===== config.mk =====
export PLATFORM = sky130hd
export DESIGN_NAME = ppu_top
export DESIGN_NICKNAME = d
export VERILOG_FILES = /design/src/ppu_core.sv /design/src/ppu_top.sv
export SDC_FILE = /design/constraint.sdc
export NUM_CORES = 1
export LEC_CHECK = 0
export BUFFER_PORTS_ARGS = -buffer_cell sky130_fd_sc_hd__buf_2
export CORE_ASPECT_RATIO = 0.75
export CORE_MARGIN = 3
export CORE_UTILIZATION = 32
export CTS_BUF_LIST = sky130_fd_sc_hd__clkbuf_8 sky130_fd_sc_hd__clkbuf_16
export CTS_CLUSTER_DIAMETER = 30
export DETAILED_ROUTE_END_ITERATION = 8
export MAX_ROUTING_LAYER = met4
export PLACE_DENSITY = 0.56
export SYNTH_ARGS = -nofsm -noshare
export SYNTH_HDL_FRONTEND = slang
export SYNTH_SLANG_ARGS = --single-unit

===== constraint.sdc =====
create_clock -name core_clk -period 7.2 [get_ports core_clk]
set_input_delay 0.72 -clock core_clk [delete_from_list [all_inputs] [get_ports core_clk]]
set_output_delay 0.72 -clock core_clk [all_outputs]
set_load 0.1 [all_outputs]

===== src/ppu_core.sv =====
`timescale 1ns/1ps
package ppu_pkg;

  localparam int NUM_UNITS = 4;
  localparam int NUM_SLOTS = 3;
  localparam int NUM_DIN = 8;
  localparam int DIN_IDX_W = 3;
  localparam int NUM_PWM = 8;
  localparam int UNIT_IDX_W = 2;
  localparam int TRIP_W = 16;
  localparam int ADDR_W = 8;

  // Byte addresses, one aligned word each
  localparam logic [7:0] ADDR_UNIT_CFG0 = 8'h00;
  localparam logic [7:0] ADDR_CTRL = 8'h10;
  localparam logic [7:0] ADDR_PWM_SAFE = 8'h14;
  localparam logic [7:0] ADDR_PWM_MAP = 8'h18;
  localparam logic [7:0] ADDR_OVERRIDE = 8'h1c;
  localparam logic [7:0] ADDR_STATUS = 8'h20;
  localparam logic [7:0] ADDR_IRQ_STATUS = 8'h24;
  localparam logic [7:0] ADDR_IRQ_MASK = 8'h28;
  localparam logic [7:0] ADDR_UNIT_STRIDE = 8'h04;

  // Unit configuration word layout
  localparam int CFG_CONFIGURED_BIT = 0;
  localparam int CFG_TRIP_EN_BIT = 1;
  localparam int CFG_EDGE_BIT = 2;
  localparam int CFG_SLOT_EN_LSB = 4;
  localparam int CFG_SLOT_IDX_LSB = 8;
  localparam int CFG_SLOT_IDX_STRIDE = 4;
  localparam logic [31:0] CFG_WRITE_MASK = 32'h0007_7777;

  // Other layouts
  localparam int CTRL_RESTART_BIT = 0;
  localparam int MAP_PROT_LSB = 16;
  localparam int OVR_VAL_LSB = 8;
  localparam int STATUS_FAULT_LSB = 4;
  localparam int IRQ_RESUME_LSB = 4;
  localparam int IRQ_W = 2 * NUM_UNITS;

  localparam logic [31:0] CFG_RESET = 32'h0000_0000;
  localparam logic [NUM_PWM-1:0] PWM_SAFE_RESET = 8'h00;
  localparam logic [31:0] WORD_ZERO = 32'h0000_0000;

  localparam logic [1:0] RESP_OKAY = 2'h0;
  localparam logic [1:0] RESP_SLVERR = 2'h2;

  typedef enum logic [1:0] {
    PPU_NORMAL = 2'b01,
    PPU_SAFE = 2'b10
  } ppu_state_type;

  typedef struct packed {
    logic [NUM_SLOTS-1:0][DIN_IDX_W-1:0] slot_idx;
    logic [NUM_SLOTS-1:0] slot_en;
    logic edge_resume;
    logic trip_en;
    logic configured;
  } ppu_cfg_type;

  typedef struct packed {
    logic safe_state;
    logic fault;
    logic safe_now;
  } ppu_stat_type;

  function automatic ppu_cfg_type ppu_cfg_from_word(input logic [31:0] w);
    ppu_cfg_type c;
    c.configured = w[CFG_CONFIGURED_BIT];
    c.trip_en = w[CFG_TRIP_EN_BIT];
    c.edge_resume = w[CFG_EDGE_BIT];
    for (int i = 0; i < NUM_SLOTS; i++)
    begin
      c.slot_en[i] = w[CFG_SLOT_EN_LSB + i];
      c.slot_idx[i] = w[CFG_SLOT_IDX_LSB + i * CFG_SLOT_IDX_STRIDE +: DIN_IDX_W];
    end
    return c;
  endfunction

endpackage

module ppu_unit (
  input wire logic core_clk,
  input wire logic rst_n,
  input wire logic init_pulse,
  input ppu_pkg::ppu_cfg_type cfg,
  input wire logic [ppu_pkg::NUM_DIN-1:0] din,
  input wire logic [ppu_pkg::TRIP_W-1:0] trip,
  input wire logic en,
  output ppu_pkg::ppu_stat_type stat
);

  logic [ppu_pkg::NUM_SLOTS-1:0] slot_hit;
  logic fault;
  logic en_prev_reg;
  logic en_rise;
  ppu_pkg::ppu_state_type state_reg;
  ppu_pkg::ppu_state_type state_next;

  //////////////////////////////////////////////////////////////////////////////
  // slot monitoring
  genvar gi;
  generate
    for (gi = 0; gi < ppu_pkg::NUM_SLOTS; gi++)
    begin : g_slot
      assign slot_hit[gi] = cfg.slot_en[gi] & din[cfg.slot_idx[gi]];
    end
  endgenerate

  // trip when nonzero
  assign fault = cfg.configured & ((cfg.trip_en & (|trip)) | (|slot_hit));

  // edge detect
  assign en_rise = en & ~en_prev_reg;

  always_ff @(posedge core_clk)
  begin
    if (!rst_n)
      en_prev_reg <= 1'b0;
    else
      en_prev_reg <= en;
  end

  //////////////////////////////////////////////////////////////////////////////
  always_comb
  begin
    state_next = state_reg;
    case (state_reg)
      ppu_pkg::PPU_NORMAL:
      begin
        // enter safe on fault
        if (fault)
          state_next = ppu_pkg::PPU_SAFE;
      end
      ppu_pkg::PPU_SAFE:
      begin
        if (fault)
          state_next = ppu_pkg::PPU_SAFE;
        // edge resume
        else if (cfg.edge_resume)
        begin
          if (en_rise)
            state_next = ppu_pkg::PPU_NORMAL;
        end
        // automatic resume
        else
          state_next = ppu_pkg::PPU_NORMAL;
      end
      default: state_next = ppu_pkg::PPU_SAFE;
    endcase
    // start state
    if (init_pulse)
      state_next = (cfg.edge_resume || fault) ? ppu_pkg::PPU_SAFE : ppu_pkg::PPU_NORMAL;
    // unconfigured stays normal
    if (!cfg.configured)
      state_next = ppu_pkg::PPU_NORMAL;
  end

  always_ff @(posedge core_clk)
  begin
    if (!rst_n)
      state_reg <= ppu_pkg::PPU_SAFE;
    else
      state_reg <= state_next;
  end

  // fault bypasses state for outputs
  assign stat = '{safe_state: (state_reg == ppu_pkg::PPU_SAFE), fault: fault,
                  safe_now: (state_reg == ppu_pkg::PPU_SAFE) | fault};

endmodule


===== src/ppu_top.sv =====
// Functional notes
// Protected PWM outputs stay safe while any enabled fault source is high.
// Start: edge policy begins safe; automatic policy follows current fault levels.
// Status output is 0 in safe state and 1 in normal operation.
// Unconfigured unit starts normal and never enters safe state; code resets it to safe and returns it to normal on the first clock after reset.
// Enabled trip input forces safe on any nonzero value; disabled has no effect.
// Zero to three selectable digital fault inputs monitored; empty selection never trips.
// Edge policy: after faults clear, stay safe until enable input rises.
// Automatic policy: resume as soon as all faults are 0, enable ignored.
// Enable rising edge resumes only if every fault source is 0 then.
// Safe output level comes from each PWM channel's own setting.
// Safe setting 0 drives channel low, 1 drives it high, per channel.
// Four independent protection units, each with its own PWM channels.
// General output override cannot change channels governed by a protection unit.
// Faults and enable sampled on system clock; edge compares current and previous.
// New fault forces safe outputs by the cycle after it is sampled.
`timescale 1ns/1ps
module ppu_top (
  input wire logic core_clk,
  input wire logic rst_n,
  input wire logic [ppu_pkg::ADDR_W-1:0] s_axi_awaddr,
  input wire logic [2:0] s_axi_awprot,
  input wire logic s_axi_awvalid,
  output logic s_axi_awready,
  input wire logic [31:0] s_axi_wdata,
  input wire logic [3:0] s_axi_wstrb,
  input wire logic s_axi_wvalid,
  output logic s_axi_wready,
  output logic [1:0] s_axi_bresp,
  output logic s_axi_bvalid,
  input wire logic s_axi_bready,
  input wire logic [ppu_pkg::ADDR_W-1:0] s_axi_araddr,
  input wire logic [2:0] s_axi_arprot,
  input wire logic s_axi_arvalid,
  output logic s_axi_arready,
  output logic [31:0] s_axi_rdata,
  output logic [1:0] s_axi_rresp,
  output logic s_axi_rvalid,
  input wire logic s_axi_rready,
  input wire logic [ppu_pkg::NUM_DIN-1:0] din_pin,
  input wire logic [ppu_pkg::NUM_UNITS-1:0][ppu_pkg::TRIP_W-1:0] trip_val,
  input wire logic [ppu_pkg::NUM_UNITS-1:0] resume_en,
  input wire logic [ppu_pkg::NUM_PWM-1:0] pwm_in,
  output logic [ppu_pkg::NUM_PWM-1:0] pwm_out,
  output logic [ppu_pkg::NUM_UNITS-1:0] unit_ok,
  output logic irq
);

  localparam int NU = ppu_pkg::NUM_UNITS;
  localparam int NP = ppu_pkg::NUM_PWM;
  localparam int ND = ppu_pkg::NUM_DIN;

  logic [31:0] cfg_word_reg [NU];
  logic [NP-1:0] pwm_safe_reg;
  logic [NP-1:0][ppu_pkg::UNIT_IDX_W-1:0] pwm_unit_reg;
  logic [NP-1:0] pwm_prot_reg;
  logic [NP-1:0] ovr_en_reg;
  logic [NP-1:0] ovr_val_reg;
  logic [ppu_pkg::IRQ_W-1:0] irq_status_reg;
  logic [ppu_pkg::IRQ_W-1:0] irq_mask_reg;
  logic restart_reg;
  logic start_pend_reg;
  logic [ND-1:0] din_s1_reg;
  logic [ND-1:0] din_s2_reg;
  logic [ND-1:0] din_s3_reg;
  logic [ND-1:0] din_reg;
  logic [NU-1:0] safe_prev_reg;
  logic [NU-1:0] unit_safe_state;
  logic [NU-1:0] unit_fault;
  logic [NU-1:0] unit_safe_now;
  logic [NU-1:0] unit_cfg_on;
  logic [ppu_pkg::IRQ_W-1:0] irq_event;
  logic [ppu_pkg::IRQ_W-1:0] irq_status_next;
  logic [NP-1:0] pwm_next;

  logic aw_have_reg;
  logic [ppu_pkg::ADDR_W-1:0] aw_addr_reg;
  logic w_have_reg;
  logic [31:0] w_data_reg;
  logic [3:0] w_strb_reg;
  logic [31:0] wmask;
  logic do_write;
  logic wr_hit;
  logic [31:0] rd_word;
  logic rd_hit;

  //////////////////////////////////////////////////////////////////////////////
  // three-stage input sampling, change accepted when stages two and three agree
  always_ff @(posedge core_clk)
  begin
    if (!rst_n)
    begin
      din_s1_reg <= '0;
      din_s2_reg <= '0;
      din_s3_reg <= '0;
    end
    else
    begin
      din_s1_reg <= din_pin;
      din_s2_reg <= din_s1_reg;
      din_s3_reg <= din_s2_reg;
    end
  end

  genvar gb;
  generate
    for (gb = 0; gb < ND; gb++)
    begin : g_din
      always_ff @(posedge core_clk)
      begin
        if (!rst_n)
          din_reg[gb] <= 1'b0;
        else if (din_s2_reg[gb] == din_s3_reg[gb])
          din_reg[gb] <= din_s3_reg[gb];
      end
    end
  endgenerate

  //////////////////////////////////////////////////////////////////////////////
  // Start strobe: first cycle after reset, or software restart
  always_ff @(posedge core_clk)
  begin
    if (!rst_n)
      start_pend_reg <= 1'b1;
    else
      start_pend_reg <= 1'b0;
  end

  // four independent units
  genvar gu;
  generate
    for (gu = 0; gu < NU; gu++)
    begin : g_unit
      ppu_pkg::ppu_stat_type stat;
      ppu_pkg::ppu_cfg_type cfg;
      assign cfg = ppu_pkg::ppu_cfg_from_word(cfg_word_reg[gu]);
      assign unit_cfg_on[gu] = cfg.configured;
      assign unit_safe_state[gu] = stat.safe_state;
      assign unit_fault[gu] = stat.fault;
      assign unit_safe_now[gu] = stat.safe_now;
      ppu_unit u_unit (
        .core_clk(core_clk),
        .rst_n(rst_n),
        .init_pulse(start_pend_reg | restart_reg),
        .cfg(cfg),
        .din(din_reg),
        .trip(trip_val[gu]),
        .en(resume_en[gu]),
        .stat(stat)
      );
    end
  endgenerate

  //////////////////////////////////////////////////////////////////////////////
  // PWM output steering
  genvar gp;
  generate
    for (gp = 0; gp < NP; gp++)
    begin : g_pwm
      logic governed;
      assign governed = pwm_prot_reg[gp] & unit_cfg_on[pwm_unit_reg[gp]];
      always_comb
      begin
        // per-channel safe level
        if (governed && unit_safe_now[pwm_unit_reg[gp]])
          pwm_next[gp] = pwm_safe_reg[gp];
        // override only on ungoverned channels
        else if (!governed && ovr_en_reg[gp])
          pwm_next[gp] = ovr_val_reg[gp];
        else
          pwm_next[gp] = pwm_in[gp];
      end
    end
  endgenerate

  always_ff @(posedge core_clk)
  begin
    if (!rst_n)
      pwm_out <= ppu_pkg::PWM_SAFE_RESET;
    else
      pwm_out <= pwm_next;
  end

  // status output
  always_ff @(posedge core_clk)
  begin
    if (!rst_n)
      unit_ok <= '0;
    else
      unit_ok <= ~unit_safe_state;
  end

  //////////////////////////////////////////////////////////////////////////////
  // Interrupt events: entry into and exit from safe state
  always_ff @(posedge core_clk)
  begin
    if (!rst_n)
      safe_prev_reg <= '1;
    else
      safe_prev_reg <= unit_safe_state;
  end

  assign irq_event = {safe_prev_reg & ~unit_safe_state, unit_safe_state & ~safe_prev_reg};

  // New events win over a simultaneous write-one-to-clear
  always_comb
  begin
    irq_status_next = irq_status_reg;
    if (do_write && aw_addr_reg == ppu_pkg::ADDR_IRQ_STATUS)
      irq_status_next = irq_status_reg & ~(w_data_reg[ppu_pkg::IRQ_W-1:0]
                                           & wmask[ppu_pkg::IRQ_W-1:0]);
    irq_status_next = irq_status_next | irq_event;
  end

  always_ff @(posedge core_clk)
  begin
    if (!rst_n)
    begin
      irq_status_reg <= '0;
      irq <= 1'b0;
    end
    else
    begin
      irq_status_reg <= irq_status_next;
      irq <= |(irq_status_next & irq_mask_reg);
    end
  end

  //////////////////////////////////////////////////////////////////////////////
  // AXI4-Lite write channel: address and data taken independently
  assign do_write = aw_have_reg & w_have_reg & ~s_axi_bvalid;
  assign wmask = {{8{w_strb_reg[3]}}, {8{w_strb_reg[2]}}, {8{w_strb_reg[1]}}, {8{w_strb_reg[0]}}};

  always_comb
  begin
    wr_hit = 1'b0;
    for (int i = 0; i < NU; i++)
      if (aw_addr_reg == ppu_pkg::ADDR_UNIT_CFG0 + 8'(i) * ppu_pkg::ADDR_UNIT_STRIDE)
        wr_hit = 1'b1;
    if (aw_addr_reg == ppu_pkg::ADDR_CTRL || aw_addr_reg == ppu_pkg::ADDR_PWM_SAFE ||
        aw_addr_reg == ppu_pkg::ADDR_PWM_MAP || aw_addr_reg == ppu_pkg::ADDR_OVERRIDE ||
        aw_addr_reg == ppu_pkg::ADDR_STATUS || aw_addr_reg == ppu_pkg::ADDR_IRQ_STATUS ||
        aw_addr_reg == ppu_pkg::ADDR_IRQ_MASK)
      wr_hit = 1'b1;
  end

  always_ff @(posedge core_clk)
  begin
    if (!rst_n)
    begin
      aw_have_reg <= 1'b0;
      aw_addr_reg <= '0;
      w_have_reg <= 1'b0;
      w_data_reg <= ppu_pkg::WORD_ZERO;
      w_strb_reg <= '0;
      s_axi_awready <= 1'b0;
      s_axi_wready <= 1'b0;
      s_axi_bvalid <= 1'b0;
      s_axi_bresp <= ppu_pkg::RESP_OKAY;
    end
    else
    begin
      s_axi_awready <= ~aw_have_reg & ~(s_axi_awvalid & s_axi_awready);
      s_axi_wready <= ~w_have_reg & ~(s_axi_wvalid & s_axi_wready);
      if (s_axi_awvalid && s_axi_awready)
      begin
        aw_have_reg <= 1'b1;
        aw_addr_reg <= s_axi_awaddr;
      end
      if (s_axi_wvalid && s_axi_wready)
      begin
        w_have_reg <= 1'b1;
        w_data_reg <= s_axi_wdata;
        w_strb_reg <= s_axi_wstrb;
      end
      if (do_write)
      begin
        s_axi_bvalid <= 1'b1;
        s_axi_bresp <= wr_hit ? ppu_pkg::RESP_OKAY : ppu_pkg::RESP_SLVERR;
      end
      else if (s_axi_bvalid && s_axi_bready)
      begin
        s_axi_bvalid <= 1'b0;
        aw_have_reg <= 1'b0;
        w_have_reg <= 1'b0;
        s_axi_awready <= 1'b1;
        s_axi_wready <= 1'b1;
      end
    end
  end

  // Register updates under byte enables
  always_ff @(posedge core_clk)
  begin
    if (!rst_n)
    begin
      for (int i = 0; i < NU; i++)
        cfg_word_reg[i] <= ppu_pkg::CFG_RESET;
      pwm_safe_reg <= ppu_pkg::PWM_SAFE_RESET;
      pwm_unit_reg <= '0;
      pwm_prot_reg <= '0;
      ovr_en_reg <= '0;
      ovr_val_reg <= '0;
      irq_mask_reg <= '0;
      restart_reg <= 1'b0;
    end
    else
    begin
      restart_reg <= 1'b0;
      if (do_write)
      begin
        for (int i = 0; i < NU; i++)
          if (aw_addr_reg == ppu_pkg::ADDR_UNIT_CFG0 + 8'(i) * ppu_pkg::ADDR_UNIT_STRIDE)
            cfg_word_reg[i] <= ((cfg_word_reg[i] & ~wmask) | (w_data_reg & wmask))
                               & ppu_pkg::CFG_WRITE_MASK;
        case (aw_addr_reg)
          ppu_pkg::ADDR_CTRL:
            restart_reg <= w_data_reg[ppu_pkg::CTRL_RESTART_BIT] & wmask[ppu_pkg::CTRL_RESTART_BIT];
          ppu_pkg::ADDR_PWM_SAFE:
            pwm_safe_reg <= (pwm_safe_reg & ~wmask[NP-1:0]) | (w_data_reg[NP-1:0] & wmask[NP-1:0]);
          ppu_pkg::ADDR_PWM_MAP:
          begin
            if (w_strb_reg[0])
              pwm_unit_reg[3:0] <= w_data_reg[7:0];
            if (w_strb_reg[1])
              pwm_unit_reg[7:4] <= w_data_reg[15:8];
            if (w_strb_reg[2])
              pwm_prot_reg <= w_data_reg[ppu_pkg::MAP_PROT_LSB +: NP];
          end
          ppu_pkg::ADDR_OVERRIDE:
          begin
            if (w_strb_reg[0])
              ovr_en_reg <= w_data_reg[NP-1:0];
            if (w_strb_reg[1])
              ovr_val_reg <= w_data_reg[ppu_pkg::OVR_VAL_LSB +: NP];
          end
          ppu_pkg::ADDR_IRQ_MASK:
            irq_mask_reg <= (irq_mask_reg & ~wmask[ppu_pkg::IRQ_W-1:0])
                            | (w_data_reg[ppu_pkg::IRQ_W-1:0] & wmask[ppu_pkg::IRQ_W-1:0]);
          default: ;
        endcase
      end
    end
  end

  //////////////////////////////////////////////////////////////////////////////
  // AXI4-Lite read channel
  always_comb
  begin
    rd_word = ppu_pkg::WORD_ZERO;
    rd_hit = 1'b1;
    case (s_axi_araddr)
      ppu_pkg::ADDR_CTRL: rd_word = ppu_pkg::WORD_ZERO;
      ppu_pkg::ADDR_PWM_SAFE: rd_word[NP-1:0] = pwm_safe_reg;
      ppu_pkg::ADDR_PWM_MAP:
      begin
        rd_word[15:0] = pwm_unit_reg;
        rd_word[ppu_pkg::MAP_PROT_LSB +: NP] = pwm_prot_reg;
      end
      ppu_pkg::ADDR_OVERRIDE:
      begin
        rd_word[NP-1:0] = ovr_en_reg;
        rd_word[ppu_pkg::OVR_VAL_LSB +: NP] = ovr_val_reg;
      end
      ppu_pkg::ADDR_STATUS:
      begin
        rd_word[NU-1:0] = ~unit_safe_state;
        rd_word[ppu_pkg::STATUS_FAULT_LSB +: NU] = unit_fault;
      end
      ppu_pkg::ADDR_IRQ_STATUS: rd_word[ppu_pkg::IRQ_W-1:0] = irq_status_reg;
      ppu_pkg::ADDR_IRQ_MASK: rd_word[ppu_pkg::IRQ_W-1:0] = irq_mask_reg;
      default: rd_hit = 1'b0;
    endcase
    for (int i = 0; i < NU; i++)
      if (s_axi_araddr == ppu_pkg::ADDR_UNIT_CFG0 + 8'(i) * ppu_pkg::ADDR_UNIT_STRIDE)
      begin
        rd_word = cfg_word_reg[i];
        rd_hit = 1'b1;
      end
  end

  always_ff @(posedge core_clk)
  begin
    if (!rst_n)
    begin
      s_axi_arready <= 1'b0;
      s_axi_rvalid <= 1'b0;
      s_axi_rdata <= ppu_pkg::WORD_ZERO;
      s_axi_rresp <= ppu_pkg::RESP_OKAY;
    end
    else
    begin
      if (s_axi_arvalid && s_axi_arready)
      begin
        s_axi_arready <= 1'b0;
        s_axi_rvalid <= 1'b1;
        s_axi_rdata <= rd_word;
        s_axi_rresp <= rd_hit ? ppu_pkg::RESP_OKAY : ppu_pkg::RESP_SLVERR;
      end
      else if (s_axi_rvalid && s_axi_rready)
      begin
        s_axi_rvalid <= 1'b0;
        s_axi_arready <= 1'b1;
      end
      else if (!s_axi_rvalid)
        s_axi_arready <= 1'b1;
    end
  end

endmodule


==> results of run 1 <==
[power by group]
group	leakage (nW)	switching [W]	internal, W
Combinational	2.89	0.000260	0.000103
Sequential	2.21	0.0000564	0.00152
Clock	0.899	0.000839	0.00161
[routing by layer]
| metal | GRT usage [%] | share of wire, % | up-vias |
|---|---|---|---|
| met2 | 29.7 | 41 | 569 |
| met5 | - | 0 | - |
| met1 | 30.9 | 46 | 5355 |
| met3 | 5.53 | 11 | 57 |
| li1 | - | - | 5199 |
| met4 | 5.34 | 1.8 | 0 |
[layout make-up]
cell class / instances / area, um^2 / share of cell area [%]
clock inverters: 37 / 353 / 2.30
inverters: 32 / 121 / 0.791
flip-flops and latches: 255 / 5710 / 37.2
clock buffers: 61 / 1470 / 9.58
repair buffers: 190 / 983 / 6.41
multi-input cells: 963 / 6090 / 39.6
well taps: 504 / 631 / 4.11
[how the worst max path moves through the flow]
stage | cells after the start | endpoint | slack [ns]
after floorplan | 4 | cfg_word_reg[1][0]$_SDFFCE_PN0P_ | 3.96
after global placement | 8 | pwm_out[6]$_SDFF_PN0_ | 3.75
after detailed placement | 6 | cfg_word_reg[1][4]$_SDFFCE_PN0P_ | 3.67
after CTS | 6 | cfg_word_reg[1][4]$_SDFFCE_PN0P_ | 3.69
after global routing | 6 | cfg_word_reg[0][7]$_SDFFCE_PN0P_ | 3.45
final | 6 | cfg_word_reg[0][7]$_SDFFCE_PN0P_ | 3.59
[stage by stage]
stage | hold slack [ns] | total power (W) | setup WS [ns]
finish | 0.358 | 0.00439 | 3.59
global route | 0.344 | 0.00454 | 3.45
CTS | 0.340 | 0.00442 | 3.69
detailed placement | 0.419 | 0.00196 | 3.67
global placement | 0.422 | 0.00196 | 3.75
floorplan | 0.412 | 0.00183 | 3.96
[cells in the mapped netlist, drive strengths merged (8+ instances only)]
master / n
edfxtp: 60
a222oi: 12
nand4: 8
nand3: 35
buf: 20
mux2: 31
dfxtp: 195
a21oi: 165
mux2i: 32
nand2b: 68
a221oi: 8
or3: 23
mux4: 20
nand4b: 16
or4: 17
a22o: 10
o21ai: 65
o22ai: 40
nor2: 57
o31ai: 16
and3: 17
clkbuf: 69
inv: 32
nand2: 190
a22oi: 15
and2: 46
[cell families (layout without fill, tap and decap cells)]
kind of cell           Yosys count  count (layout)  synth area share, %
AO/OA/AOI/OAI                  368             368                 18.8
buffers and inverters          121             320                 4.49
flip-flops                     255             255                 46.4
multiplexers                    83              83                 9.14
other                            1              10               0.0305
AND/OR/NAND/NOR                502             502                 21.1
[critical path, stage by stage (launching register included)]
cell,delay [ns]
dfxtp_1,0.32
nand3b_1,0.29
or2_1,0.33
or3_1,0.45
nor2_1,0.88
nand2_1,0.77
a21oi_1,0.36
==> reports/qor.tcl, run 1 <==
set qor(result_of_the_run) {finished clean}
set qor(syn_area_um2) 12300
set qor(cts_hold_buffers) 0
set qor(share_of_flip_flops_with_an_asynchronous_set_or_reset_after_synthesis_pct) 0
set qor(synth_edf_count) 60
set qor(postCtsSetupRepairBufs) 0
set qor(start_kind) {register}
set qor(period_share_pct) 50.1
set qor(max-clock-path-buffers) 3
set qor(grtUsageTotal_pct) 21.4
set qor(routedWlPerCell_um) 21.5
set qor(initial_core_util_pct) 32.8
set qor(layout.cells.most_common) {dfxtp_1}
set qor(drt-pass1-iter-count) 6
set qor(clock-sinks) 255
set qor(final.setup_skew_ns) 0.0240
set qor(maximum_net_fanout_on_the_critical_path) 16
set qor(syn_inst_count) 1330
set qor(cp.required_ns) 7.56
set qor(worst_hold_path.num_cells) 2
set qor(r2r.worst_path.cells) 6
set qor(syn-mean-instance-area_um2) 9.24
set qor(maxCapViolations) 0
set qor(design.portCount) 203
set qor(clockRootBuffer) {clkbuf_16}
set qor(power_leakage_nw) 6.00
set qor(worst-endpoint-arrival_ns) 3.97
set qor(finalCriticalPeriod_ns) 3.61
set qor(tritoncts) {done}
set qor(cts_repair_resize_count) 0
set qor(largest_register_ff_count) 60
set qor(timing.rr.end) {cfg_word_reg[0][7]$_SDFFCE_PN0P_}
set qor(antenna_found_initial) 0
set qor(area_delta_synth_final_pct) 24.9
set qor(gp_congestion) 0.917
set qor(fin_area_um2) 15300
set qor(max_fclk_ghz) 0.277
set qor(layout-drive-gt1-share_pct) 23.1
set qor(seq_area_frac_synth_pct) 46.4
set qor(grt.overflow.total) 0
set qor(synth_area_leaders) {dfxtp_1, edfxtp_1, a21oi_1, nand2_1, mux4_2}
set qor(synth_largest_type_area_fraction_pct) 31.8
set qor(clk_transition_reported_paths_ns) 0.05
set qor(post_drt_via_cell_ratio) 5.48
set qor(place.detailed.instances) 1944
set qor(dpl-instance-area_um2) 13500
set qor(fillCellCount) 3730
set qor(core_area_um2) 37500
set qor(grt_first_pass_wirelength_um) 64700
set qor(drt-initial-drc-count) 1325
set qor(antenna_cells_inserted) 0
set qor(first_global_vias) 10400
set qor(drt_drc_violations_left) 0
set qor(cts_htree_levels) 2
set qor(fin_tns_setup_ns) 0
set qor(routed_wirelength_um) 43900
set qor(power.density_cell_area_nw_per_um2) 286
set qor(die_h_um) 176
set qor(timing.rr.start) {s_axi_bvalid$_SDFFE_PN0P_}
set qor(setup-violations-final) 0
set qor(timing_worst_setup_path_type) {reg -> reg}
set qor(grt_max_degree) 73
set qor(most-common-layout-cells) {dfxtp_1, nand2_1, buf_2}
set qor(report.final.hold_viol_count) 0
set qor(synth_area_leader_cell) {dfxtp_1}
set qor(ys_types) 66
set qor(numCtsBuffers) 52
set qor(min_to) {din_s1_reg[0]$_SDFF_PN0_}
set qor(floorplan.die_area_um2) 40800
set qor(final_cells) 2042
set qor(vdd_ir_drop_max_v) 0.000158
set qor(design.final.nets) 1643
set qor(slew_viol_final) 0
set qor(relSlewSlack_pct) 22.0
set qor(final_core_util_pct) 41.0
set qor(worst-r2r-setup-slack_ns) 3.59
set qor(yosys_warnings) 0
set qor(worstHoldStart) {din_pin[0]}
set qor(worstMarginPinSlew_ns) 1.17
set qor(worst_skew_pair.late_latency_ns) 0.57
set qor(grt_setup_unrepaired) {no}
set qor(min-delay-path-class) {in -> reg}
set qor(port_buffers) 177
set qor(ys_ff_latch) 255
set qor(fp-row-count) 61
set qor(vias) 11200
set qor(ys.flop_type) {dfxtp_1}
set qor(place.detailed.hpwl_um) 31400
set qor(end_kind) {register}
set qor(chipWidth_um) 232
set qor(final_antenna_net_count) 0
set qor(critPathLaunch) {s_axi_bvalid$_SDFFE_PN0P_}
(Power assumes the default switching activity.)
==> inputs of run 2 (changes only) <==
Settings changed: ABC_AREA set to 1.
Clock period 7.2 ns to 3.5 ns, I/O delays scaled along.
==> run 2 against run 1 <==
Core utilization hardly changed. Global-route usage rose by 0.83 points. Non-clock buffer count is 14 higher. Hold slack worse by 0.34 ns. Clock power rose by 110%. Worst setup slack worse by 2.5 ns. Register-to-register slack got worse by 2.5 ns. Clock skew up 0.0011 ns. Die area up 1.6%. Critical path type unchanged. Count of clock-buffer cells in the layout shrank 2.
==> reports/qor.tcl, run 2 <==
set qor(syn_inst_count) 1695 ;# +27%
set qor(gp_congestion) 0.912 ;# -0.57%
set qor(power.switching_w) 0.00245 ;# +110%
set qor(power.density_cell_area_nw_per_um2) 584 ;# +100%
set qor(layout.cells.most_common) {nand2_1}
set qor(postCtsSetupRepairBufs) 0 ;# unchanged
set qor(most-common-layout-cells) {nand2_1, inv_1, nor2_1}
set qor(timing_worst_setup_path_type) {reg -> reg}
set qor(min-delay-path-class) {in -> reg}
set qor(max_stage_delay_ns) 0.44 ;# -0.44 ns
set qor(power.combinational.fraction_pct) 9.0 ;# +0.7 points
set qor(internal_power_w) 0.00673 ;# +110%
set qor(routed_wirelength_um) 45700 ;# +4.3%
set qor(fp-row-count) 62 ;# +1.6%
set qor(final.setup_skew_ns) 0.0251 ;# +0.00110 ns
set qor(design.final.nets) 2034 ;# +24%
set qor(ys.flop_type) {dfxtp_1}
set qor(power_leakage_nw) 7.02 ;# +17%
set qor(drt-pass1-iter-count) 5 ;# -1
set qor(ys_types) 48 ;# -27%
set qor(syn-mean-instance-area_um2) 7.37 ;# -20%
set qor(worstMarginPinSlew_ns) 0.951 ;# -0.219 ns
set qor(slew_viol_final) 0 ;# unchanged
set qor(place.detailed.hpwl_um) 33000 ;# +5.1%
set qor(layout-drive-gt1-share_pct) 18.4 ;# -4.7 points
set qor(start_kind) {register}
set qor(maxCapViolations) 0 ;# unchanged
set qor(clock-sinks) 255 ;# unchanged
set qor(r2r.worst_path.cells) 13 ;# +7
set qor(clockRootBuffer) {clkbuf_16}
set qor(tritoncts) {done}
set qor(numCtsBuffers) 52 ;# unchanged
set qor(worst_hold_path.num_cells) 3 ;# +1
set qor(timing.rr.end) {pwm_out[4]$_SDFF_PN0_}
set qor(relative_contribution_of_sequential_cells_to_total_power_pct) 35.1 ;# -0.8 points
set qor(timing.critical_path.slowest_stage_cell) {o21ai_4}
set qor(grt_max_degree) 62 ;# -15%
set qor(hold_ws_ns) 0.0137 ;# -0.344 ns
set qor(max_fclk_ghz) 0.419 ;# +51%
set qor(drt-initial-drc-count) 1196 ;# -9.7%
set qor(synth_area_leader_cell) {dfxtp_1}
set qor(synthMostInstantiatedCell) {nand2_1}
set qor(yosys_warnings) 0 ;# unchanged
set qor(design.portCount) 203 ;# unchanged
set qor(period_share_pct) 68.2 ;# +18 points
set qor(crit_chain) {inv_2, nand2_1, nand3_1, nand3_1, nand3_1, nand2_2, o21ai_4, nand3_1, nand2_1, nand2_1, nand4_1, nand2_1, nor2_2}
set qor(floorplan.die_area_um2) 41500 ;# +1.6%
set qor(port_buffers) 177 ;# unchanged
set qor(grtUsageTotal_pct) 22.3 ;# +0.83 points
set qor(antenna_found_initial) 1 ;# +1
set qor(core_area_um2) 38400 ;# +2.5%
set qor(setup-violations-final) 0 ;# unchanged
set qor(multiInputGateArea_um2) 5530 ;# -9.2%
set qor(cp.required_ns) 3.97 ;# -3.59 ns
set qor(final_antenna_net_count) 0 ;# unchanged
set qor(clk_transition_reported_paths_ns) 0.05 ;# about the same
set qor(max-clock-path-buffers) 3 ;# unchanged
set qor(synth_edf_count) 60 ;# unchanged
set qor(fillCellCount) 3998 ;# +7.2%
set qor(maximum_net_fanout_on_the_critical_path) 10 ;# -6
set qor(seq_area_frac_synth_pct) 45.7 ;# -0.77 points
set qor(post_drt_via_cell_ratio) 5.11 ;# -6.7%
set qor(synthTopCellsByCount) {nand2_1, inv_1, nor2_1, dfxtp_1, a21oi_1}
set qor(grt_setup_unrepaired) {no}
set qor(initial_core_util_pct) 32.5 ;# -0.25 points
set qor(worst-r2r-setup-slack_ns) 1.11 ;# -2.48 ns
set qor(share_of_flip_flops_with_an_asynchronous_set_or_reset_after_synthesis_pct) 0 ;# unchanged
set qor(net_sw_share_pct) 26.7 ;# +0.34 points
set qor(die_h_um) 177 ;# +0.81%
set qor(fin_tns_setup_ns) 0 ;# unchanged
set qor(chipWidth_um) 234 ;# +0.82%
set qor(grt_first_pass_wirelength_um) 68400 ;# +5.7%
set qor(final_core_util_pct) 40.9 ;# about the same
set qor(final-seq-area_um2) 5710 ;# unchanged
set qor(area_delta_synth_final_pct) 25.8
set qor(worst_skew_pair.late_latency_ns) 0.56 ;# about the same
set qor(vias) 12500 ;# +12%
set qor(result_of_the_run) {finished clean}
set qor(worst-endpoint-arrival_ns) 2.86 ;# -1.11 ns
set qor(largest_register_ff_count) 60 ;# unchanged
set qor(timing.rr.start) {din_reg[0]$_SDFFE_PN0N_}
set qor(cts_htree_levels) 2 ;# unchanged
set qor(synth_area_leaders) {dfxtp_1, edfxtp_1, nand2_1, a21oi_1, inv_1}
set qor(relSlewSlack_pct) 36.5 ;# +15 points
set qor(share_clk_of_total_power_pct) 55.9 ;# about the same
set qor(worstHoldStart) {resume_en[0]}
set qor(drt_drc_violations_left) 0 ;# unchanged
set qor(cts_repair_resize_count) 0 ;# unchanged
set qor(vdd_ir_drop_max_v) 0.000333 ;# +110%
set qor(end_kind) {register}
set qor(syn_area_um2) 12500 ;# +1.7%
set qor(synth_largest_type_area_fraction_pct) 31.2 ;# -0.52 points
set qor(report.final.hold_viol_count) 0 ;# unchanged
set qor(first_global_vias) 11500 ;# +10%
set qor(cts_hold_buffers) 10 ;# +10
set qor(grt.overflow.total) 0 ;# unchanged
set qor(routedWlPerCell_um) 18.7 ;# -13%
set qor(ys_ff_latch) 255 ;# unchanged
set qor(min_to) {g_unit[0].u_unit.en_prev_reg$_SDFF_PN0_}
set qor(finalCriticalPeriod_ns) 2.39 ;# -1.22 ns
-- run 2: changes by cell type after synthesis, sizes merged, moves of 26 or more --
cell,before,now
and2,46,0
clkbuf,69,43
inv,32,235
mux2,31,2
mux2i,32,0
nand2,190,294
nand2b,68,0
nand3,35,119
nor2,57,230
o21ai,65,162
-- run 2: metrics by stage --
step                      cell area, um^2  setup WS, ns  std cells  power (W)
after floorplan                     12500          1.37       1704    0.00382
after global placement              13800          1.15       2333    0.00407
after detailed placement            13800          1.17       2333    0.00408
after CTS                           15700          1.20       2441    0.00923
after global routing                15700         0.969       2441    0.00949
final                               15700          1.11       2442    0.00918
-- run 2: area by class of cell --
class                           count  share of cell area [%]
Tap cell                          512                    4.07
Clock buffer                       59                    9.03
Multi-Input combinational cell   1134                    35.2
Inverter                          238                    5.68
Antenna cell                        1                  0.0159
Sequential cell                   255                    36.3
Clock inverter                     39                    2.65
Timing Repair Buffer              204                    7.10
-- run 2: power by group through the flow --
stage | Clock, W | Combinational [W] | Sequential, W
CTS | 0.00519 | 0.000817 | 0.00322
finish | 0.00513 | 0.000823 | 0.00323
floorplan | 0 | 0.000431 | 0.00338
global placement | 0 | 0.000796 | 0.00328
detailed placement | 0 | 0.000805 | 0.00328
global route | 0.00536 | 0.000897 | 0.00324
-- run 2: logic make-up (layout without fill, tap and decap cells) --
logic type	after synthesis	count (layout)	synth area share, %
compound gates	436	436	19.9
flops	255	255	45.7
other cells	1	11	0.0300
mux	2	2	0.180
simple gates	686	686	23.9
buf+inv	315	540	10.4
-- run 2: worst max-delay path, delay by kind of cell, from the launching register on --
| family | cells | cell delay, ns |
|---|---|---|
| compound gates | 1 | 0.44 |
| buf+inv | 1 | 0.23 |
| flops | 1 | 0.43 |
| simple gates | 11 | 1.19 |
-- run 2: worst max-delay path by stage --
| stage | start | endpoint | slack (ns) | depth (start not counted) |
|---|---|---|---|---|
| finish | din_reg[0]$_SDFFE_PN0N_ | pwm_out[4]$_SDFF_PN0_ | 1.11 | 13 |
| floorplan | s_axi_arready$_SDFFE_PP0P_ | s_axi_rdata[17]$_SDFFE_PN0P_ | 1.37 | 6 |
| global placement | s_axi_araddr[4] | s_axi_rdata[2]$_SDFFE_PN0P_ | 1.15 | 11 |
| detailed placement | s_axi_araddr[0] | s_axi_rdata[13]$_SDFFE_PN0P_ | 1.17 | 11 |
| CTS | aw_addr_reg[6]$_SDFFE_PN0P_ | irq$_SDFF_PN0_ | 1.20 | 10 |
| global route | din_reg[6]$_SDFFE_PN0N_ | pwm_out[4]$_SDFF_PN0_ | 0.97 | 14 |
-- run 2: layer usage --
| layer | wire length (um) | part of all wire, % | GRT usage (%) |
|---|---|---|---|
| met3 | 4680 | 10 | 3.80 |
| met4 | 1260 | 2.8 | 6.07 |
| met5 | 0 | 0 | - |
| met1 | 21200 | 46 | 32.7 |
| met2 | 18600 | 41 | 31.3 |
